<file path="config.mk">
export PLATFORM = sky130hd
export DESIGN_NAME = dprf_top
export DESIGN_NICKNAME = d
export VERILOG_FILES = /design/src/core/dprf_pkg.sv /design/src/core/dprf_crc_if.sv /design/src/core/dprf_crc_unit.sv /design/src/core/dprf_top.sv
export VERILOG_INCLUDE_DIRS = /design/src /design/src/core
export SDC_FILE = /design/constraint.sdc
export NUM_CORES = 1
export LEC_CHECK = 0
export ABC_AREA = 1
export BUFFER_PORTS_ARGS = -buffer_cell sky130_fd_sc_hd__buf_2
export CORE_ASPECT_RATIO = 1.75
export CORE_MARGIN = 2
export CORE_UTILIZATION = 43
export DETAILED_ROUTE_END_ITERATION = 8
export SYNTH_ARGS = -nofsm -noshare
export SYNTH_HDL_FRONTEND = slang
export SYNTH_HIERARCHICAL = 1
export SYNTH_SLANG_ARGS = --single-unit
</file>
<file path="constraint.sdc">
create_clock -name mclk -period 11.9 [get_ports mclk]
set_clock_uncertainty 0.2 [all_clocks]
set_input_delay 1.785 -clock mclk [delete_from_list [all_inputs] [get_ports mclk]]
set_output_delay 1.785 -clock mclk [all_outputs]
set_load 0.02 [all_outputs]
</file>
<file path="src/core/dprf_defines.svh">
`ifndef DPRF_DEFINES_SVH
`define DPRF_DEFINES_SVH
// ----------------------------------------
// register map (byte addresses)
// ----------------------------------------
`define DPRF_A_CTRL    8'h00
`define DPRF_A_SRC0    8'h04
`define DPRF_A_SRC1    8'h08
`define DPRF_A_STAT    8'h0C
`define DPRF_A_DCMD    8'h10
`define DPRF_C_EOI     0
`define DPRF_C_BDM     1
`define DPRF_C_FRAG4   2
`define DPRF_C_MUTE    3
`define DPRF_C_SRC     4
`define DPRF_C_PA_LO   8
`define DPRF_C_PA_HI   11
`define DPRF_SRC_HI    8
// ----------------------------------------
// command lengths and counts
// ----------------------------------------
`define DPRF_LEN_BCAST 6'h01
`define DPRF_LEN_F2    6'h02
`define DPRF_LEN_F4    6'h04
`define DPRF_CMD_BITS  6'h20
`define DPRF_READS_F2  4'h8
`define DPRF_READS_F4  4'h4
`define DPRF_CMD_READ  4'h0
`define DPRF_CRM_SEED  8'h00
`define DPRF_PA_GLOBAL 4'h0
// ----------------------------------------
// frame fields and crc
// ----------------------------------------
`define DPRF_W_ID      5'h04
`define DPRF_W_KAC     5'h02
`define DPRF_W_ST      5'h04
`define DPRF_W_DAT     5'h0A
`define DPRF_W_CRC     5'h08
`define DPRF_MSG_W     5'h14
`define DPRF_CMD_W     5'h18
`define DPRF_POLY      8'h2F
`define DPRF_ERR_UNS   10'h3FF
`define DPRF_ERR_SGN   10'h200
// ----------------------------------------
// status codes
// ----------------------------------------
`define DPRF_S_NORMAL  4'h0
`define DPRF_S_UNLOCK  4'h1
`define DPRF_S_SELFT   4'h2
`define DPRF_S_OSC     4'h3
`define DPRF_S_PRESS   4'h4
`define DPRF_S_TEMP    4'h5
`define DPRF_S_UOTP    4'h8
`define DPRF_S_URW     4'h9
`define DPRF_S_FOTP    4'hA
`define DPRF_S_TEST    4'hB
`define DPRF_S_SUPPLY  4'hC
`define DPRF_S_RESET   4'hD
`endif

</file>
<file path="src/core/dprf_pkg.sv">
package dprf_pkg;
  typedef enum logic [0:0] {
    DPRF_IDLE = 1'b0,
    DPRF_CRC  = 1'b1
  } dprf_state_t;

  typedef struct packed {
    logic       signed_en;
    logic       dsel;
    logic [2:0] fmt;
    logic [3:0] ident;
  } dprf_src_t;

  typedef struct packed {
    logic        busy;
    logic        done;
    logic [4:0]  cnt;
    logic [19:0] sh;
    logic [7:0]  crc;
  } dprf_crc_st_t;
endpackage : dprf_pkg

</file>
<file path="src/core/dprf_crc_if.sv">
`timescale 1ns/10ps
`default_nettype none
interface dprf_crc_if;
  logic        go;
  logic [19:0] msg;
  logic [4:0]  len;
  logic [7:0]  seed;
  logic        done;
  logic [7:0]  crc;
  modport req (output go, msg, len, seed, input done, crc);
  modport eng (input go, msg, len, seed, output done, crc);
endinterface : dprf_crc_if
`default_nettype wire

</file>
<file path="src/core/dprf_crc_unit.sv">
`include "dprf_defines.svh"
`timescale 1ns/10ps
`default_nettype none
module dprf_crc_unit (
  input  wire logic  mclk,
  input  wire logic  reset_n,
  input  wire logic  ce,
  dprf_crc_if.eng    cif
);
  dprf_pkg::dprf_crc_st_t st_ff;
  dprf_pkg::dprf_crc_st_t nxt_st;

  // ----------------------------------------
  // serial shift, message msb first then zeros
  // ----------------------------------------
  // the message arrives left-justified, so shifting it out already
  // feeds the eight trailing zeros with no extra logic
  always_comb begin
    nxt_st      = st_ff;
    nxt_st.done = 1'b0;
    if (cif.go) begin
      nxt_st.busy = 1'b1;
      nxt_st.sh   = cif.msg;
      nxt_st.crc  = cif.seed;
      nxt_st.cnt  = cif.len + `DPRF_W_CRC;
    end else if (st_ff.busy) begin
      nxt_st.crc = {st_ff.crc[6:0], st_ff.sh[19]}
                   ^ (st_ff.crc[7] ? `DPRF_POLY : 8'h00);
      nxt_st.sh  = {st_ff.sh[18:0], 1'b0};
      nxt_st.cnt = st_ff.cnt - 5'h01;
      if (st_ff.cnt == 5'h01) begin
        nxt_st.busy = 1'b0;
        nxt_st.done = 1'b1;
      end
    end
  end

  always_ff @(posedge mclk or negedge reset_n) begin
    if (!reset_n) begin
      st_ff <= '0;
    end else if (ce) begin
      st_ff <= nxt_st;
    end
  end

  assign cif.done = st_ff.done;
  assign cif.crc  = st_ff.crc;
endmodule : dprf_crc_unit
`default_nettype wire

</file>
<file path="src/core/dprf_top.sv">
// Contract
// - modes enable only after end-of-init lock set
// - in collection mode decode reads and fragments
// - diag off: answer only one-bit broadcast reads
// - diag fragments are 2 or 4 bits
// - diag on: answer reads and fragments only
// - read or any non-fragment length clears diag assembly
// - diag answer only after valid 32 bits
// - diag command checked like normal commands
// - broadcast read accepted without any check
// - send periodic frame on read or fragment
// - frame fields ordered, chosen by format field
// - source id field holds 4-bit identifier
// - 2-bit keep-alive counter per source, from 00
// - sensor data chosen by data type select
// - frame ends with 8-bit crc
// - crc serial, msb first, eight zeros after
// - crc polynomial fixed, seed is source id
// - low status codes keep data unless no status field
// - high status codes replace data with error
// - muted supply error suppresses the frame
// - any signed source uses signed error code
// - four or eight reads carry diag answer
`include "dprf_defines.svh"
`timescale 1ns/10ps
`default_nettype none
module dprf_top (
  input  wire logic        mclk,
  input  wire logic        reset_n,
  input  wire logic        ce,
  input  wire logic        wb_cyc_i,
  input  wire logic        wb_stb_i,
  input  wire logic        wb_we_i,
  input  wire logic [7:0]  wb_adr_i,
  input  wire logic [3:0]  wb_sel_i,
  input  wire logic [31:0] wb_dat_i,
  output logic      [31:0] wb_dat_o,
  output logic             wb_ack_o,
  input  wire logic        cmd_valid,
  input  wire logic [5:0]  cmd_len,
  input  wire logic [3:0]  cmd_bits,
  input  wire logic [9:0]  pressure_data,
  input  wire logic [9:0]  temperature_data,
  input  wire logic        user_array_unlocked,
  input  wire logic        selftest_incomplete,
  input  wire logic        selftest_running,
  input  wire logic        selftest_fault,
  input  wire logic        device_status_osc,
  input  wire logic        pressure_over_range,
  input  wire logic        pressure_under_range,
  input  wire logic        pressure_redundancy_mismatch,
  input  wire logic        temperature_error,
  input  wire logic        user_otp_error,
  input  wire logic        user_rw_error,
  input  wire logic        factory_otp_error,
  input  wire logic        test_mode_active,
  input  wire logic        device_status_supply,
  input  wire logic        reset_occurred_flag,
  input  wire logic [31:0] diag_resp_word,
  output logic             frame_valid,
  output logic      [27:0] frame_data,
  output logic      [4:0]  frame_len,
  output logic             diag_frag_valid,
  output logic      [7:0]  diag_frag,
  output logic             diag_cmd_valid,
  output logic      [31:0] diag_cmd_word,
  output logic             periodic_collection_mode
);
  typedef struct packed {
    dprf_pkg::dprf_state_t state;
    logic                  eoi;
    logic                  background_diag_mode;
    logic                  frag4;
    logic                  mute;
    logic                  src;
    logic [3:0]            paddr;
    dprf_pkg::dprf_src_t   src0;
    dprf_pkg::dprf_src_t   src1;
    logic [1:0][1:0]       keep_alive_counter;
    logic [31:0]           asm_word;
    logic [5:0]            asm_cnt;
    logic                  pend;
    logic                  latched;
    logic [3:0]            left;
    logic [31:0]           dword;
    logic [3:0]            status;
    logic [19:0]           msg;
    logic [4:0]            len;
    logic [7:0]            seed;
    logic                  go;
    logic                  fvld;
    logic [27:0]           frame;
    logic [4:0]            flen;
    logic                  dvld;
    logic [7:0]            dfrag;
    logic                  cvld;
    logic [31:0]           cword;
    logic                  ack;
    logic [31:0]           rdat;
  } dprf_top_st_t;

  dprf_top_st_t st_ff;
  dprf_top_st_t nxt_st;
  dprf_crc_if   crc_if ();

  // ----------------------------------------
  // helpers
  // ----------------------------------------
  function automatic logic [7:0] dprf_crc(input logic [23:0] d, input logic [4:0] nb,
                                          input logic [7:0] seed);
    logic [7:0] c;
    logic       b;
    c = seed;
    for (int i = 0; i < 32; i++) begin
      if (i >= 24 || (23 - i) < nb) begin
        b = (i < 24) ? d[23 - i] : 1'b0;
        c = {c[6:0], b} ^ (c[7] ? `DPRF_POLY : 8'h00);
      end
    end
    return c;
  endfunction : dprf_crc

  function automatic logic [31:0] dprf_wmask(input logic [31:0] o, input logic [31:0] w,
                                             input logic [3:0] sel);
    logic [31:0] r;
    r = o;
    for (int i = 0; i < 4; i++) begin
      if (sel[i]) begin
        r[8*i +: 8] = w[8*i +: 8];
      end
    end
    return r;
  endfunction : dprf_wmask

  function automatic logic [3:0] dprf_prio(input logic [14:0] f);
    logic [3:0] c;
    c = `DPRF_S_NORMAL;
    // walk from lowest to highest priority so the last hit wins
    if (f[0])  c = `DPRF_S_UNLOCK;
    if (f[1])  c = `DPRF_S_SELFT;
    if (f[2])  c = `DPRF_S_OSC;
    if (f[3])  c = `DPRF_S_PRESS;
    if (f[4])  c = `DPRF_S_TEMP;
    if (f[5])  c = `DPRF_S_UOTP;
    if (f[6])  c = `DPRF_S_URW;
    if (f[7])  c = `DPRF_S_FOTP;
    if (f[8])  c = `DPRF_S_TEST;
    if (f[9])  c = `DPRF_S_SUPPLY;
    if (f[10]) c = `DPRF_S_RESET;
    return c;
  endfunction : dprf_prio

  logic [14:0]         flags;
  logic [3:0]          code;
  logic                is_bcast;
  logic                is_frag;
  logic                mute_now;
  dprf_pkg::dprf_src_t cur;
  logic [1:0]          kac_sel;

  assign flags = {4'h0, reset_occurred_flag, device_status_supply, test_mode_active,
                  factory_otp_error, user_rw_error, user_otp_error, temperature_error,
                  pressure_over_range | pressure_under_range | pressure_redundancy_mismatch,
                  device_status_osc, selftest_incomplete | selftest_running | selftest_fault,
                  user_array_unlocked};
  assign code     = dprf_prio(flags);
  assign is_bcast = cmd_len == `DPRF_LEN_BCAST;
  assign is_frag  = st_ff.background_diag_mode && (st_ff.frag4 ? cmd_len == `DPRF_LEN_F4
                                               : cmd_len == `DPRF_LEN_F2);
  assign mute_now = st_ff.mute && code == `DPRF_S_SUPPLY;
  assign cur      = st_ff.src ? st_ff.src1 : st_ff.src0;
  assign kac_sel  = st_ff.keep_alive_counter[st_ff.src];

  // ----------------------------------------
  // next state
  // ----------------------------------------
  always_comb begin
    logic [31:0] rd;
    logic [31:0] wv;
    logic [31:0] w;
    logic [19:0] m;
    logic [4:0]  n;
    logic [9:0]  dat;
    logic [5:0]  cnt;
    rd = 32'h0;
    wv = 32'h0;
    w = 32'h0;
    m = 20'h0;
    n = 5'h0;
    dat = 10'h0;
    cnt = 6'h0;
    nxt_st      = st_ff;
    nxt_st.go   = 1'b0;
    nxt_st.fvld = 1'b0;
    nxt_st.dvld = 1'b0;
    nxt_st.cvld = 1'b0;
    nxt_st.ack  = 1'b0;

    // wishbone slave, one wait state, unmapped reads zero
    case (wb_adr_i)
      `DPRF_A_CTRL: begin
        rd[`DPRF_C_EOI]               = st_ff.eoi;
        rd[`DPRF_C_BDM]               = st_ff.background_diag_mode;
        rd[`DPRF_C_FRAG4]             = st_ff.frag4;
        rd[`DPRF_C_MUTE]              = st_ff.mute;
        rd[`DPRF_C_SRC]               = st_ff.src;
        rd[`DPRF_C_PA_HI:`DPRF_C_PA_LO] = st_ff.paddr;
      end
      `DPRF_A_SRC0: rd[`DPRF_SRC_HI:0] = st_ff.src0;
      `DPRF_A_SRC1: rd[`DPRF_SRC_HI:0] = st_ff.src1;
      `DPRF_A_STAT: rd = {17'h0, st_ff.asm_cnt, st_ff.pend, st_ff.keep_alive_counter, st_ff.status};
      `DPRF_A_DCMD: rd = st_ff.cword;
      default:      rd = 32'h0;
    endcase
    if (wb_cyc_i && wb_stb_i && !st_ff.ack) begin
      nxt_st.ack  = 1'b1;
      nxt_st.rdat = rd;
      wv = dprf_wmask(rd, wb_dat_i, wb_sel_i);
      if (wb_we_i) begin
        case (wb_adr_i)
          `DPRF_A_CTRL: begin
            // the lock bit only sets; software cannot leave collection mode
            nxt_st.eoi   = st_ff.eoi | wv[`DPRF_C_EOI];
            nxt_st.background_diag_mode   = wv[`DPRF_C_BDM];
            nxt_st.frag4 = wv[`DPRF_C_FRAG4];
            nxt_st.mute  = wv[`DPRF_C_MUTE];
            nxt_st.src   = wv[`DPRF_C_SRC];
            nxt_st.paddr = wv[`DPRF_C_PA_HI:`DPRF_C_PA_LO];
          end
          `DPRF_A_SRC0: nxt_st.src0 = dprf_pkg::dprf_src_t'(wv[`DPRF_SRC_HI:0]);
          `DPRF_A_SRC1: nxt_st.src1 = dprf_pkg::dprf_src_t'(wv[`DPRF_SRC_HI:0]);
          default: ;
        endcase
      end
    end

    // ----------------------------------------
    // command reception
    // ----------------------------------------
    if (cmd_valid && st_ff.eoi) begin
      if (st_ff.background_diag_mode) begin
        if (is_bcast) begin
          nxt_st.asm_cnt  = 6'h0;
          nxt_st.asm_word = 32'h0;
          if (st_ff.pend) begin
            // answer data is frozen at the first read of the answer
            w = st_ff.latched ? st_ff.dword : diag_resp_word;
            nxt_st.latched = 1'b1;
            nxt_st.dvld    = 1'b1;
            nxt_st.dfrag   = st_ff.frag4 ? w[31:24] : {4'h0, w[31:28]};
            nxt_st.dword   = st_ff.frag4 ? {w[23:0], 8'h00} : {w[27:0], 4'h0};
            nxt_st.left    = st_ff.left - 4'h1;
            if (st_ff.left == 4'h1) begin
              nxt_st.pend = 1'b0;
            end
          end
        end else if (is_frag) begin
          nxt_st.pend = 1'b0;
          w   = st_ff.frag4 ? {st_ff.asm_word[27:0], cmd_bits}
                            : {st_ff.asm_word[29:0], cmd_bits[1:0]};
          cnt = st_ff.asm_cnt + (st_ff.frag4 ? `DPRF_LEN_F4 : `DPRF_LEN_F2);
          nxt_st.asm_word = w;
          nxt_st.asm_cnt  = cnt;
          if (cnt == `DPRF_CMD_BITS) begin
            nxt_st.asm_cnt = 6'h0;
            if ((w[31:28] == st_ff.paddr || w[31:28] == `DPRF_PA_GLOBAL)
                && w[27:24] == `DPRF_CMD_READ
                && w[7:0] == dprf_crc(w[31:8], `DPRF_CMD_W, `DPRF_CRM_SEED)) begin
              nxt_st.cvld    = 1'b1;
              nxt_st.cword   = w;
              nxt_st.pend    = 1'b1;
              nxt_st.latched = 1'b0;
              nxt_st.left    = st_ff.frag4 ? `DPRF_READS_F4 : `DPRF_READS_F2;
            end
          end
        end else begin
          // any other length ends both the assembly and a running answer
          nxt_st.asm_cnt  = 6'h0;
          nxt_st.asm_word = 32'h0;
          nxt_st.pend     = 1'b0;
        end
      end

      // ----------------------------------------
      // periodic frame build
      // ----------------------------------------
      // a trigger while the crc is still running is dropped; the bus
      // spaces commands far wider than one crc pass
      if (st_ff.state == dprf_pkg::DPRF_IDLE && (is_bcast || is_frag)
          && !mute_now) begin
        dat = cur.dsel ? temperature_data : pressure_data;
        if (code[3] || (!cur.fmt[2] && code != `DPRF_S_NORMAL)) begin
          dat = (st_ff.src0.signed_en || st_ff.src1.signed_en)
                ? `DPRF_ERR_SGN : `DPRF_ERR_UNS;
        end
        if (cur.fmt[0]) begin
          m = {m[15:0], cur.ident};
          n = n + `DPRF_W_ID;
        end
        if (cur.fmt[1]) begin
          m = {m[17:0], kac_sel};
          n = n + `DPRF_W_KAC;
        end
        if (cur.fmt[2]) begin
          m = {m[15:0], code};
          n = n + `DPRF_W_ST;
        end
        m = {m[9:0], dat};
        n = n + `DPRF_W_DAT;
        nxt_st.keep_alive_counter[st_ff.src] = kac_sel + 2'h1;
        nxt_st.msg    = m;
        nxt_st.len    = n;
        nxt_st.seed   = {4'h0, cur.ident};
        nxt_st.status = code;
        nxt_st.go     = 1'b1;
        nxt_st.state  = dprf_pkg::DPRF_CRC;
      end
    end

    case (st_ff.state)
      dprf_pkg::DPRF_IDLE: ;
      dprf_pkg::DPRF_CRC: begin
        if (crc_if.done) begin
          nxt_st.fvld  = 1'b1;
          nxt_st.frame = {st_ff.msg, crc_if.crc};
          nxt_st.flen  = st_ff.len + `DPRF_W_CRC;
          nxt_st.state = dprf_pkg::DPRF_IDLE;
        end
      end
      default: nxt_st.state = dprf_pkg::DPRF_IDLE;
    endcase
  end

  always_ff @(posedge mclk or negedge reset_n) begin
    if (!reset_n) begin
      st_ff <= '0;
    end else if (ce) begin
      st_ff <= nxt_st;
    end
  end

  // ----------------------------------------
  // crc engine and outputs
  // ----------------------------------------
  assign crc_if.go   = st_ff.go;
  assign crc_if.msg  = st_ff.msg << (`DPRF_MSG_W - st_ff.len);
  assign crc_if.len  = st_ff.len;
  assign crc_if.seed = st_ff.seed;

  dprf_crc_unit u_crc (
    .mclk    (mclk),
    .reset_n (reset_n),
    .ce      (ce),
    .cif     (crc_if.eng)
  );

  assign wb_dat_o                 = st_ff.rdat;
  assign wb_ack_o                 = st_ff.ack;
  assign frame_valid              = st_ff.fvld;
  assign frame_data               = st_ff.frame;
  assign frame_len                = st_ff.flen;
  assign diag_frag_valid          = st_ff.dvld;
  assign diag_frag                = st_ff.dfrag;
  assign diag_cmd_valid           = st_ff.cvld;
  assign diag_cmd_word            = st_ff.cword;
  assign periodic_collection_mode = st_ff.eoi;

  logic trig;
  assign trig = ce && st_ff.state == dprf_pkg::DPRF_IDLE && nxt_st.state == dprf_pkg::DPRF_CRC;
endmodule : dprf_top
`default_nettype wire

</file>
==> results of run 1 <==
cell type report:
cell class	count	area, sq um
fill	3908	20170
clock buffer	35	735.7
timing repair buffer	237	1254
clock inverter	13	160.2
multi-input combinational	1571	7674
inverter	229	860.8
sequential	277	6933
tap	485	606.8
antenna	1	2.502
cells by family (layout without fill, tap and decap cells):
| kind of cell | Yosys count | after routing | synth area share (%) |
|---|---|---|---|
| AND/OR/NAND/NOR | 1069 | 1069 | 27.13 |
| AO/OA/AOI/OAI | 446 | 446 | 15.21 |
| buffers and inverters | 431 | 514 | 12.96 |
| flip-flops | 277 | 277 | 41.41 |
| multiplexers | 27 | 27 | 1.614 |
| XOR/XNOR | 14 | 14 | 0.8896 |
| adder cells (fa/ha/maj) | 9 | 9 | 0.7624 |
| other | 1 | 7 | 0.02240 |
state kept, by name, summed over array words and instances (netlist names), 4 cells and up:
| register | cells |
|---|---|
| u_crc/cif.crc | 8 |
| diag_frag | 8 |
| st_ff | 124 |
| frame_len | 4 |
| diag_cmd_word | 32 |
| frame_data | 28 |
| wb_dat_o | 32 |
| u_crc/st_ff | 26 |
| crc_if.len | 4 |
| crc_if.seed | 4 |
power breakdown:
part | internal, mW | total, mW | switching, mW
Combinational | 0.407 | 1.30 | 0.893
Sequential | 0.992 | 1.03 | 0.0412
Clock | 0.503 | 0.884 | 0.381
Total | 1.90 | 3.22 | 1.32
metal layers:
metal	up-vias	wire [microns]
met5	-	57
met4	10	2692
met3	132	2028
met2	345	25220
met1	6860	17740
li1	7378	-
cells in the mapped netlist (2+ instances only):
master     number  share of area [%]
o21ai_2        18               0.94
xnor2_1         3               0.16
or2_2           7               0.26
buf_4         116                5.2
buf_1           3              0.067
mux2i_1        27                1.6
o31ai_1        10               0.45
buf_6          13               0.87
o21ai_0       241                7.2
o211ai_1       12               0.54
o21ai_1        42                1.3
nor2_4          7               0.47
inv_1         209                4.7
inv_2          12               0.27
nor3_1         11               0.33
nand2_1       706                 16
o2bb2ai_1       2               0.10
ha_1            7               0.52
nor4_1          4               0.15
nand4_1        10               0.37
a21oi_2         6               0.31
a31oi_1         9               0.34
nor2_1        137                3.1
nand2_2        51                1.9
xor2_1          9               0.47
clkinv_1        7               0.16
fa_1            2               0.24
a221oi_1        4               0.21
a21oi_1        33               0.99
nor2_2          2              0.075
buf_2           5               0.15
clkbuf_1       64                1.4
a211oi_1        7               0.31
nand2_4         9               0.61
dfrtp_1       277                 41
o22ai_1        42                1.6
nand3_1       112                3.3
nand3b_1        2              0.090
nand3_2         9               0.54
a22o_1          2               0.10
a22oi_1         9               0.40
critical path, delay by kind of cell, from the launching register on:
family / cells / cell delay, ns
simple gates: 24 / 3.15
flops: 1 / 0.75
xor+xnor: 1 / 0.17
buf+inv: 5 / 1.58
compound gates: 2 / 0.20
final timing paths:
path | startpoint | cells past startpoint | slack, ns | end
max | st_ff[251] | 32 | 5.64 | st_ff[183]
min | frame_data[6] | 2 | 0.27 | frame_data[6]
max reg2reg | st_ff[251] | 32 | 5.64 | st_ff[183]
min reg2reg | frame_data[6] | 2 | 0.27 | frame_data[6]
max in group asynchronous | reset_n | 3 | 8.16 | st_ff[251]
min in group asynchronous | reset_n | 1 | 1.01 | frame_data[11]
per-stage QoR:
stage / power [mW] / setup slack [ns] / hold WS, ns / util [%]
after CTS: 3.243 / 5.650 / 0.2718 / 47.47
after detailed placement: 2.349 / 5.656 / 0.2539 / 45.13
after global routing: 3.454 / 5.157 / 0.2872 / 47.47
after global placement: 2.315 / 5.756 / 0.2481 / 45.13
after floorplan: 2.098 / 7.729 / 0.2416 / -
final: 3.217 / 5.639 / 0.2656 / 47.47
==> metrics.txt, run 1 <==
# TYPE chip_impl_metric gauge
chip_impl_info{name="mostFrequentLayoutCells",value="706 x nand2_1, 276 x dfrtp_1, 241 x o21ai_0, 213 x buf_2, 209 x inv_1"} 1
chip_impl_metric{name="wl",unit="mm"} 47.74
chip_impl_metric{name="syn_inst",unit=""} 2274
chip_impl_metric{name="power.leakage",unit="nW"} 9.540
chip_impl_metric{name="ffs_latches_synth",unit=""} 277
chip_impl_metric{name="final-instance-count-excl-fill",unit=""} 2848
chip_impl_info{name="critical-path-top-cell-by-count",value="nand2_1"} 1
chip_impl_info{name="endpoint_kind",value="register"} 1
chip_impl_info{name="crit_path_start_kind",value="register"} 1
chip_impl_metric{name="maximum_count_of_clock_buffers_along_a_single_path",unit=""} 3
chip_impl_metric{name="max_freq",unit="MHz"} 159.7
chip_impl_metric{name="postCtsSetupRepairBufs",unit=""} 0
chip_impl_metric{name="max_cap_violations",unit=""} 0
chip_impl_metric{name="first_global_vias",unit=""} 14050
chip_impl_metric{name="port-buffer-count",unit=""} 214
chip_impl_metric{name="htree_levels",unit=""} 1
chip_impl_metric{name="worst_ir_drop_vdd",unit="mV"} 0.3220
chip_impl_metric{name="drcViolationCount",unit=""} 0
chip_impl_metric{name="grt_remaining_overflow",unit=""} 0
chip_impl_metric{name="place_inst",unit=""} 2799
chip_impl_metric{name="postSynth.asyncResetShare",unit="%"} 100.0
chip_impl_metric{name="max_transition_margin",unit="%"} 17.50
chip_impl_metric{name="core_area",unit="sq um"} 38390
chip_impl_metric{name="detailed_place.area",unit="sq um"} 17330
chip_impl_info{name="cts_root_buffer",value="clkbuf_16"} 1
chip_impl_metric{name="hold_buffer_count_at_cts",unit=""} 0
chip_impl_metric{name="cts-resized-gates",unit=""} 0
chip_impl_metric{name="syn_to_final_growth",unit="%"} 8.879
chip_impl_info{name="rsz0062_at_grt",value="false"} 1
chip_impl_metric{name="initial_core_util",unit="%"} 43.60
chip_impl_metric{name="drt-vias-per-instance",unit=""} 5.170
chip_impl_metric{name="powerDensity",unit="nW/um^2"} 176.5
chip_impl_metric{name="globalRouteMet3Util",unit="%"} 3.324
chip_impl_metric{name="core.rowCount",unit=""} 95
chip_impl_metric{name="final_number_of_setup_violating_endpoints",unit=""} 0
chip_impl_info{name="slowest_stage",value="dfrtp_2"} 1
chip_impl_metric{name="gp_congestion",unit=""} 0.9447
chip_impl_metric{name="hold_viol",unit=""} 0
chip_impl_metric{name="grt_util_met1",unit="%"} 24.99
chip_impl_metric{name="dr_total_vias",unit=""} 14730
chip_impl_info{name="mostFrequentLayoutCell",value="nand2_1"} 1
chip_impl_metric{name="synth.distinct_cells",unit=""} 57
chip_impl_metric{name="final_layout_size_suffix_gt1_share",unit="%"} 17.32
chip_impl_metric{name="antenna_found_initial",unit=""} 6
chip_impl_metric{name="netlist_area",unit="sq um"} 16740
chip_impl_metric{name="grt_max_degree",unit=""} 79
chip_impl_metric{name="cts.clk_slew.worst_paths",unit="ns"} 0.07
chip_impl_metric{name="floorplan.die_area",unit="sq um"} 40590
chip_impl_metric{name="avgRoutedWirePerCell",unit="microns"} 16.76
chip_impl_metric{name="number_of_flops_mapped_to_enable_cells_by_yosys",unit=""} 0
chip_impl_info{name="run_status",value="finished, final reports clean"} 1
chip_impl_metric{name="cp.required",unit="ns"} 12.11
chip_impl_metric{name="crit_path_max_incr_delay",unit="ns"} 0.75
chip_impl_metric{name="gr-usage-met2",unit="%"} 42.48
chip_impl_metric{name="clkLatencyLatePin",unit="ns"} 0.56
chip_impl_metric{name="setup-tns-final",unit="ns"} 0
chip_impl_metric{name="synth_sequential_area_ratio",unit="%"} 41.41
chip_impl_metric{name="finalNetCount",unit=""} 2480
chip_impl_metric{name="postLayoutCellArea",unit="sq um"} 18230
chip_impl_metric{name="crit_fanout",unit=""} 64
chip_impl_metric{name="cts_made_buffers",unit=""} 27
chip_impl_metric{name="chipHeight",unit="microns"} 265.0
chip_impl_metric{name="drt-initial-drc-count",unit=""} 783
chip_impl_metric{name="final_clock_period_utilization_by_the_worst_path",unit="%"} 52.61
chip_impl_metric{name="ioPinCount",unit=""} 238
chip_impl_metric{name="worst_pin_slew",unit="ns"} 1.234
chip_impl_metric{name="yosys_warnings",unit=""} 6
chip_impl_metric{name="post_synth.cell_area_avg",unit="sq um"} 7.361
chip_impl_info{name="grt_most_used_layer",value="met2"} 1
chip_impl_info{name="ys_dominant_reg_cell",value="dfrtp_1"} 1
chip_impl_metric{name="place_hpwl",unit="mm"} 35.85
chip_impl_info{name="criticalPathCategory",value="register to register"} 1
chip_impl_metric{name="maxSlewViolCount",unit=""} 0
chip_impl_metric{name="clkSinkCount",unit=""} 277
chip_impl_metric{name="dr.pass1.iters",unit=""} 7
chip_impl_info{name="worst_hold_path_type",value="register to register"} 1
chip_impl_metric{name="layout_min_cycle_time",unit="ns"} 6.261
chip_impl_metric{name="floorplan.die.width",unit="microns"} 153.2
chip_impl_info{name="clock_tree_from_tritoncts",value="built"} 1
chip_impl_metric{name="global_route.usage.total",unit="%"} 22.94
chip_impl_metric{name="cp_data_arrival_time",unit="ns"} 6.47
chip_impl_metric{name="antenna_left",unit=""} 0
chip_impl_metric{name="grt_first_pass_wirelength",unit="mm"} 74.55
Note: power is estimated with default switching activity, not from simulation.
==> inputs of run 2 (changes only) <==
Settings changed: PLACE_DENSITY set to 0.65.
Clock period 11.9 ns to 5.4 ns, I/O delays scaled along.
==> run 2 against run 1 <==
Against the previous run: setup slack worse by 4.9 ns; non-clock buffer count up 4; first-iteration DRC count fell by 7.7%; critical path depth is 3 higher; global-route usage decreased by 0.11 points; cell area is 0.19% higher; total power up 120%.
==> metrics.txt, run 2 (synthesized netlist as in run 1, its figures left out) <==
# TYPE chip_impl_metric gauge
chip_impl_info{name="run_status",value="finished, final reports clean"} 1
chip_impl_metric{name="max_freq",unit="MHz"} 214.6
chip_impl_metric{name="place_hpwl",unit="mm"} 35.44
chip_impl_metric{name="drcViolationCount",unit=""} 0
chip_impl_metric{name="port-buffer-count",unit=""} 214
chip_impl_info{name="crit_end",value="diag_cmd_word[7]"} 1
chip_impl_metric{name="clkSinkCount",unit=""} 277
chip_impl_metric{name="power.switching",unit="mW"} 2.860
chip_impl_metric{name="postCtsSetupRepairBufs",unit=""} 0
chip_impl_metric{name="grt_first_pass_wirelength",unit="mm"} 74.93
chip_impl_metric{name="dr.pass1.iters",unit=""} 5
chip_impl_metric{name="hold_viol",unit=""} 0
chip_impl_info{name="endpoint_kind",value="register"} 1
chip_impl_metric{name="dr_total_vias",unit=""} 14630
chip_impl_metric{name="ioPinCount",unit=""} 238
chip_impl_metric{name="gp_congestion",unit=""} 0.9489
chip_impl_info{name="worstReg2RegEnd",value="diag_cmd_word[7]"} 1
chip_impl_info{name="cts_root_buffer",value="clkbuf_16"} 1
chip_impl_metric{name="cts_made_buffers",unit=""} 26
chip_impl_metric{name="avgRoutedWirePerCell",unit="microns"} 16.47
chip_impl_metric{name="antenna_left",unit=""} 0
chip_impl_metric{name="postLayoutCellArea",unit="sq um"} 18260
chip_impl_info{name="highest-signal-layer",value="met5"} 1
chip_impl_metric{name="cp.depth",unit=""} 35
chip_impl_metric{name="hold_buffer_count_at_cts",unit=""} 0
chip_impl_metric{name="clkLatencyLatePin",unit="ns"} 0.56
chip_impl_info{name="mostFrequentLayoutCell",value="nand2_1"} 1
chip_impl_metric{name="global_route.usage.total",unit="%"} 22.82
chip_impl_metric{name="finalNetCount",unit=""} 2483
chip_impl_metric{name="floorplan.die.width",unit="microns"} 153.2
chip_impl_metric{name="whs",unit="ns"} 0.02289
chip_impl_metric{name="drt-vias-per-instance",unit=""} 5.124
chip_impl_info{name="crit_path_start_kind",value="register"} 1
chip_impl_info{name="slowest_stage",value="dfrtp_2"} 1
chip_impl_metric{name="final_clock_period_utilization_by_the_worst_path",unit="%"} 86.28
chip_impl_metric{name="max_transition_margin",unit="%"} 32.37
chip_impl_metric{name="dr_wl_met2",unit="mm"} 24.94
chip_impl_metric{name="preCtsSetupSlack",unit="ns"} 0.7790
chip_impl_metric{name="crit_fanout",unit=""} 37
chip_impl_metric{name="core_area",unit="sq um"} 38390
chip_impl_info{name="clock_tree_from_tritoncts",value="built"} 1
chip_impl_metric{name="grt_max_degree",unit=""} 140
chip_impl_metric{name="max_cap_violations",unit=""} 0
chip_impl_metric{name="syn_to_final_growth",unit="%"} 9.089
chip_impl_metric{name="core.rowCount",unit=""} 95
chip_impl_info{name="worst_hold_path_type",value="input port to asynchronous set/reset pin"} 1
chip_impl_metric{name="drt-initial-drc-count",unit=""} 723
chip_impl_metric{name="final_layout_size_suffix_gt1_share",unit="%"} 17.29
chip_impl_metric{name="r2r_setup_slack",unit="ns"} 0.74
chip_impl_metric{name="htree_levels",unit=""} 1
chip_impl_metric{name="critical_path.n_buffers_inverters",unit=""} 6
chip_impl_info{name="worst_path_dominant_cell_family",value="simple AND/OR/NAND/NOR gates"} 1
chip_impl_metric{name="powerDensity",unit="nW/um^2"} 385.2
chip_impl_metric{name="comb_power_share",unit="%"} 40.5
chip_impl_metric{name="worst_pin_slew",unit="ns"} 1.011
chip_impl_metric{name="largest_reg_flops",unit=""} 124
chip_impl_metric{name="floorplan.die_area",unit="sq um"} 40590
chip_impl_metric{name="chipHeight",unit="microns"} 265.0
chip_impl_metric{name="worst_slack",unit="ns"} 0.7406
chip_impl_metric{name="grt_remaining_overflow",unit=""} 0
chip_impl_metric{name="power.leakage",unit="nW"} 9.575
chip_impl_info{name="top_register",value="st_ff"} 1
chip_impl_info{name="rsz0062_at_grt",value="false"} 1
chip_impl_metric{name="total_of_fill_cells_in_the_finished_design",unit=""} 3939
chip_impl_metric{name="worst_ir_drop_vdd",unit="mV"} 0.3853
chip_impl_metric{name="antenna_found_initial",unit=""} 10
chip_impl_metric{name="clock_power_share",unit="%"} 27.2
chip_impl_metric{name="maximum_count_of_clock_buffers_along_a_single_path",unit=""} 3
chip_impl_metric{name="crit_path_max_incr_delay",unit="ns"} 0.38
chip_impl_metric{name="wl_met3",unit="mm"} 1.982
chip_impl_info{name="crit-reg2reg-launch",value="st_ff[251]"} 1
chip_impl_metric{name="wl",unit="mm"} 47.03
chip_impl_metric{name="detailed_place.area",unit="sq um"} 17370
chip_impl_metric{name="final_number_of_setup_violating_endpoints",unit=""} 0
chip_impl_metric{name="place_inst",unit=""} 2803
chip_impl_metric{name="r2r_cells",unit=""} 35
chip_impl_info{name="critical-path-top-cell-by-count",value="nand2_1"} 1
chip_impl_metric{name="m1WireLength",unit="mm"} 17.67
chip_impl_info{name="criticalPathCategory",value="register to register"} 1
chip_impl_metric{name="maxSlewViolCount",unit=""} 0
chip_impl_metric{name="cts.clk_slew.worst_paths",unit="ns"} 0.07
chip_impl_metric{name="cp_data_arrival_time",unit="ns"} 4.87
chip_impl_metric{name="power_report.internal_total",unit="mW"} 4.174
chip_impl_info{name="critical_path.startpoint",value="st_ff[251]"} 1
chip_impl_metric{name="layout_min_cycle_time",unit="ns"} 4.659
chip_impl_metric{name="initial_core_util",unit="%"} 43.60
chip_impl_metric{name="first_global_vias",unit=""} 14350
chip_impl_metric{name="setup-tns-final",unit="ns"} 0
chip_impl_metric{name="cp.required",unit="ns"} 5.61
chip_impl_info{name="mostFrequentLayoutCells",value="706 x nand2_1, 276 x dfrtp_1, 241 x o21ai_0, 213 x buf_2, 209 x inv_1"} 1
chip_impl_metric{name="final-instance-count-excl-fill",unit=""} 2856
chip_impl_metric{name="cts-resized-gates",unit=""} 0
chip_impl_metric{name="netSwitchingFraction",unit="%"} 40.66
chip_impl_metric{name="p_seq_share",unit="%"} 32.3
run 2: changes by cell type in the layout (fill, tap and decap cells not counted), moves of 2 or more:
cell | previous run | this run
buf_12 | 0 | 2
buf_4 | 23 | 25
clkinvlp_4 | 4 | 0
diode_2 | 1 | 6
nor4_1 | 2 | 4
nor4_2 | 2 | 0
run 2: how the worst min path moves through the flow:
stage                        startpoint              end  slack [ns]
final                           reset_n   frame_data[12]        0.02
after floorplan              st_ff[159]       st_ff[159]        0.24
after global placement    frame_data[7]    frame_data[7]        0.25
after CTS                       reset_n  u_crc/st_ff[17]        0.04
after detailed placement  frame_data[2]    frame_data[2]        0.25
after global routing            reset_n   frame_data[12]        0.07
run 2: area by class of cell:
| class | instances | area, sq um | share of cell area (%) |
|---|---|---|---|
| diodes | 6 | 15.01 | 0.08222 |
| clock buffers | 36 | 728.2 | 3.988 |
| clock inverters | 11 | 148.9 | 0.8153 |
| inverters | 229 | 860.8 | 4.714 |
| multi-input cells | 1571 | 7660 | 41.95 |
| flip-flops and latches | 277 | 6933 | 37.96 |
| well taps | 485 | 606.8 | 3.323 |
| repair buffers | 241 | 1309 | 7.167 |
run 2: power by group through the flow:
| stage | logic (mW) | registers (mW) | clock network [mW] |
|---|---|---|---|
| 2_1_floorplan | 2.34 | 2.28 | 0 |
| 3_3_place_gp | 2.80 | 2.31 | 0 |
| 3_5_place_dp | 2.86 | 2.31 | 0 |
| 4_1_cts | 2.86 | 2.27 | 1.96 |
| 5_1_grt | 3.28 | 2.29 | 2.04 |
| 6_report | 2.85 | 2.27 | 1.91 |
run 2: metrics by stage:
stage	total power, mW	util [%]
2_1_floorplan	4.624	-
3_3_place_gp	5.106	45.24
3_5_place_dp	5.169	45.24
4_1_cts	7.097	47.52
5_1_grt	7.606	47.55
6_report	7.033	47.56
run 2: metal layers:
layer / vias to the layer above / global-route usage (%)
met5: - / 0
met4: 8 / 11.49
met3: 109 / 3.014
met2: 333 / 42.41
met1: 6800 / 25.27
li1: 7383 / -
==> inputs of run 3 (changes only) <==
Settings changed: SYNTH_HIERARCHICAL 1 to unset, TNS_END_PERCENT set to 20.
==> run 3 against run 2 <==
Against the previous run: utilization is essentially flat; synthesized area decreased by 0.77%; clock power increased by 3%; register-to-register slack got worse by 0.14 ns; first-iteration DRC count is 24% higher; fmax is 2.9% lower; synthesized cell count down 0.48%; die area fell by 0.75%; global-route usage is 1.5 points higher; non-clock buffer count is 4 lower; sequential share of layout area grew 0.091 points; hold slack better by 0.062 ns.
==> metrics.txt, run 3 <==
# TYPE chip_impl_metric gauge
chip_impl_metric{name="gr-usage-met2",unit="%"} 46.72
chip_impl_metric{name="clkSinkCount",unit=""} 277
chip_impl_metric{name="netlist_area",unit="sq um"} 16610
chip_impl_metric{name="hold_buffer_count_at_cts",unit=""} 0
chip_impl_metric{name="cp.required",unit="ns"} 5.63
chip_impl_metric{name="ioPinCount",unit=""} 238
chip_impl_info{name="crit-reg2reg-launch",value="st_ff[251]"} 1
chip_impl_metric{name="grt_first_pass_wirelength",unit="mm"} 78.54
chip_impl_metric{name="syn_inst",unit=""} 2263
chip_impl_metric{name="postCtsSetupRepairBufs",unit=""} 0
chip_impl_info{name="crit_path_start_kind",value="register"} 1
chip_impl_metric{name="max_freq",unit="MHz"} 208.5
chip_impl_metric{name="finalNetCount",unit=""} 2468
chip_impl_metric{name="r2r_cells",unit=""} 30
chip_impl_metric{name="total_of_fill_cells_in_the_finished_design",unit=""} 3902
chip_impl_metric{name="hold_viol",unit=""} 0
chip_impl_info{name="rsz0062_at_grt",value="false"} 1
chip_impl_metric{name="powerDensity",unit="nW/um^2"} 394.4
chip_impl_metric{name="layout_min_cycle_time",unit="ns"} 4.797
chip_impl_metric{name="chipHeight",unit="microns"} 264.0
chip_impl_metric{name="postSynth.asyncResetShare",unit="%"} 100.0
chip_impl_metric{name="first_global_vias",unit=""} 14610
chip_impl_metric{name="maximum_count_of_clock_buffers_along_a_single_path",unit=""} 3
chip_impl_metric{name="drcViolationCount",unit=""} 0
chip_impl_metric{name="largest_reg_flops",unit=""} 124
chip_impl_metric{name="synth.distinct_cells",unit=""} 52
chip_impl_metric{name="synth_sequential_area_ratio",unit="%"} 41.73
chip_impl_metric{name="cp_data_arrival_time",unit="ns"} 5.03
chip_impl_metric{name="cts-resized-gates",unit=""} 0
chip_impl_metric{name="grt_util_met1",unit="%"} 26.09
chip_impl_metric{name="htree_levels",unit=""} 1
chip_impl_metric{name="gp_congestion",unit=""} 0.9443
chip_impl_info{name="cts_root_buffer",value="clkbuf_16"} 1
chip_impl_metric{name="dr.pass1.iters",unit=""} 7
chip_impl_metric{name="grt_max_degree",unit=""} 102
chip_impl_info{name="endpoint_kind",value="register"} 1
chip_impl_info{name="synth_most_common_cell",value="nand2_1"} 1
chip_impl_metric{name="final_number_of_setup_violating_endpoints",unit=""} 0
chip_impl_metric{name="number_of_flops_mapped_to_enable_cells_by_yosys",unit=""} 0
chip_impl_metric{name="crit_path_max_incr_delay",unit="ns"} 0.43
chip_impl_metric{name="mappedNetlistNets",unit=""} 2400
chip_impl_metric{name="place_hpwl",unit="mm"} 38.09
chip_impl_metric{name="drt-vias-per-instance",unit=""} 5.290
chip_impl_info{name="criticalPathCategory",value="register to register"} 1
chip_impl_metric{name="crit_fanout",unit=""} 101
chip_impl_metric{name="worst_pin_slew",unit="ns"} 1.194
chip_impl_metric{name="setup-tns-final",unit="ns"} 0
chip_impl_metric{name="r2r_setup_slack",unit="ns"} 0.60
chip_impl_metric{name="globalRouteMet3Util",unit="%"} 2.313
chip_impl_info{name="grt_most_used_layer",value="met2"} 1
chip_impl_info{name="mostFrequentLayoutCells",value="750 x nand2_1, 276 x dfrtp_1, 248 x o21ai_0, 213 x buf_2, 211 x inv_1"} 1
chip_impl_info{name="worstReg2RegEnd",value="diag_cmd_word[19]"} 1
chip_impl_metric{name="final_layout_size_suffix_gt1_share",unit="%"} 16.30
chip_impl_info{name="critical-path-top-cell-by-count",value="nand2_1"} 1
chip_impl_info{name="synth_common_cells",value="751 x nand2_1, 277 x dfrtp_1, 248 x o21ai_0"} 1
chip_impl_info{name="clock_tree_from_tritoncts",value="built"} 1
chip_impl_metric{name="final_clock_period_utilization_by_the_worst_path",unit="%"} 88.84
chip_impl_metric{name="dr_total_vias",unit=""} 15030
chip_impl_metric{name="core_area",unit="sq um"} 38270
chip_impl_metric{name="post_synth.cell_area_avg",unit="sq um"} 7.340
chip_impl_metric{name="cts_made_buffers",unit=""} 27
chip_impl_info{name="run_status",value="finished, final reports clean"} 1
chip_impl_info{name="mostFrequentLayoutCell",value="nand2_1"} 1
chip_impl_info{name="ys_dominant_reg_cell",value="dfrtp_1"} 1
chip_impl_metric{name="initial_core_util",unit="%"} 43.40
chip_impl_metric{name="worst_ir_drop_vdd",unit="mV"} 0.5274
chip_impl_metric{name="global_route.usage.total",unit="%"} 24.30
chip_impl_metric{name="clkLatencyLatePin",unit="ns"} 0.55
chip_impl_metric{name="floorplan.die_area",unit="sq um"} 40280
chip_impl_metric{name="avgRoutedWirePerCell",unit="microns"} 17.63
chip_impl_info{name="top_register",value="st_ff"} 1
chip_impl_metric{name="port-buffer-count",unit=""} 214
chip_impl_info{name="slowest_stage",value="dfrtp_2"} 1
chip_impl_info{name="critical_path.startpoint",value="st_ff[251]"} 1
chip_impl_metric{name="yosys_warnings",unit=""} 0
chip_impl_metric{name="max_transition_margin",unit="%"} 19.58
chip_impl_metric{name="ffs_latches_synth",unit=""} 277
chip_impl_info{name="worst_hold_path_type",value="input port to asynchronous set/reset pin"} 1
chip_impl_metric{name="syn_to_final_growth",unit="%"} 9.672
chip_impl_metric{name="floorplan.die.width",unit="microns"} 152.6
chip_impl_info{name="post_synth_main_area_contributors",value="dfrtp_1 42%, nand2_1 17%, o21ai_0 7.5%, buf_4 4.9%, inv_1 4.8%"} 1
chip_impl_metric{name="cts.clk_slew.worst_paths",unit="ns"} 0.07
chip_impl_metric{name="whs",unit="ns"} 0.08524
chip_impl_metric{name="maxSlewViolCount",unit=""} 0
chip_impl_metric{name="antenna_left",unit=""} 0
chip_impl_metric{name="core.rowCount",unit=""} 95
chip_impl_metric{name="max_cap_violations",unit=""} 0
chip_impl_metric{name="wl",unit="mm"} 50.10
chip_impl_metric{name="yosys.area.top_type_share",unit="%"} 41.73
chip_impl_metric{name="power.leakage",unit="nW"} 9.395
chip_impl_metric{name="antenna_found_initial",unit=""} 12
chip_impl_metric{name="grt_remaining_overflow",unit=""} 0
chip_impl_info{name="yosys.area.top_type",value="dfrtp_1"} 1
chip_impl_metric{name="drt-initial-drc-count",unit=""} 896
[run 3: kinds of logic (layout without fill, tap and decap cells)]
kind of cell,after synthesis,in the layout,synth area share (%)
and+or+nand+nor,1069,1069,27.55
buffers and inverters,435,521,12.77
AOI/OAI and AO/OA,428,428,14.65
DFF,277,277,41.73
muxes,26,26,1.567
xor gates and xnor gates,18,18,0.9491
adders and majority gates,9,9,0.7683
other,1,9,0.02258
[run 3: worst max-delay path by stage]
stage                                    to
after floorplan           diag_cmd_word[30]
after global placement    diag_cmd_word[16]
after detailed placement  diag_cmd_word[16]
after CTS                 diag_cmd_word[17]
after global routing      diag_cmd_word[20]
final                     diag_cmd_word[19]
[run 3: metrics by stage]
| stage | total power, mW | setup WS [ns] | instance area (sq um) | utilization, % | instances |
|---|---|---|---|---|---|
| 2_1_floorplan | 4.601 | 1.738 | 16610 | - | 2263 |
| 5_1_grt | 7.723 | 0.007874 | 18220 | 47.59 | 2841 |
| 3_5_place_dp | 5.262 | 0.6290 | 17280 | 45.15 | 2787 |
| 4_1_cts | 7.230 | 0.5909 | 18200 | 47.54 | 2834 |
| 3_3_place_gp | 5.204 | 0.7115 | 17280 | 45.15 | 2787 |
| 6_report | 7.186 | 0.6028 | 18220 | 47.60 | 2842 |
[run 3: critical path: cells and delay by family, from the launching register on]
family / cells / cell delay, ns
AOI/OAI and AO/OA: 1 / 0.11
buffers and inverters: 2 / 0.42
DFF: 1 / 0.43
and+or+nand+nor: 27 / 3.43
[run 3: layout make-up]
type / instances / area [sq um] / share of cell area (%)
repair buffers: 237 / 1279 / 7.019
clock inverters: 9 / 108.9 / 0.5975
well taps: 485 / 606.8 / 3.331
diodes: 8 / 20.02 / 0.1099
inverters: 237 / 894.6 / 4.911
clock buffers: 38 / 807.0 / 4.430
flip-flops and latches: 277 / 6933 / 38.06
multi-input cells: 1551 / 7569 / 41.55
[run 3: per-layer routing]
layer  vias up  share of wire (%)
met5         -              0.032
met4         2                5.2
met3       137                4.1
met2       446                 54
met1      7043                 37
li1       7405                  -
[run 3: where the power goes]
| part | internal, mW | switching (mW) | leakage, nW |
|---|---|---|---|
| Combinational | 0.905 | 1.96 | 5.46 |
| Sequential | 2.26 | 0.102 | 3.48 |
| Clock | 1.13 | 0.823 | 0.455 |
| Total | 4.30 | 2.89 | 9.40 |
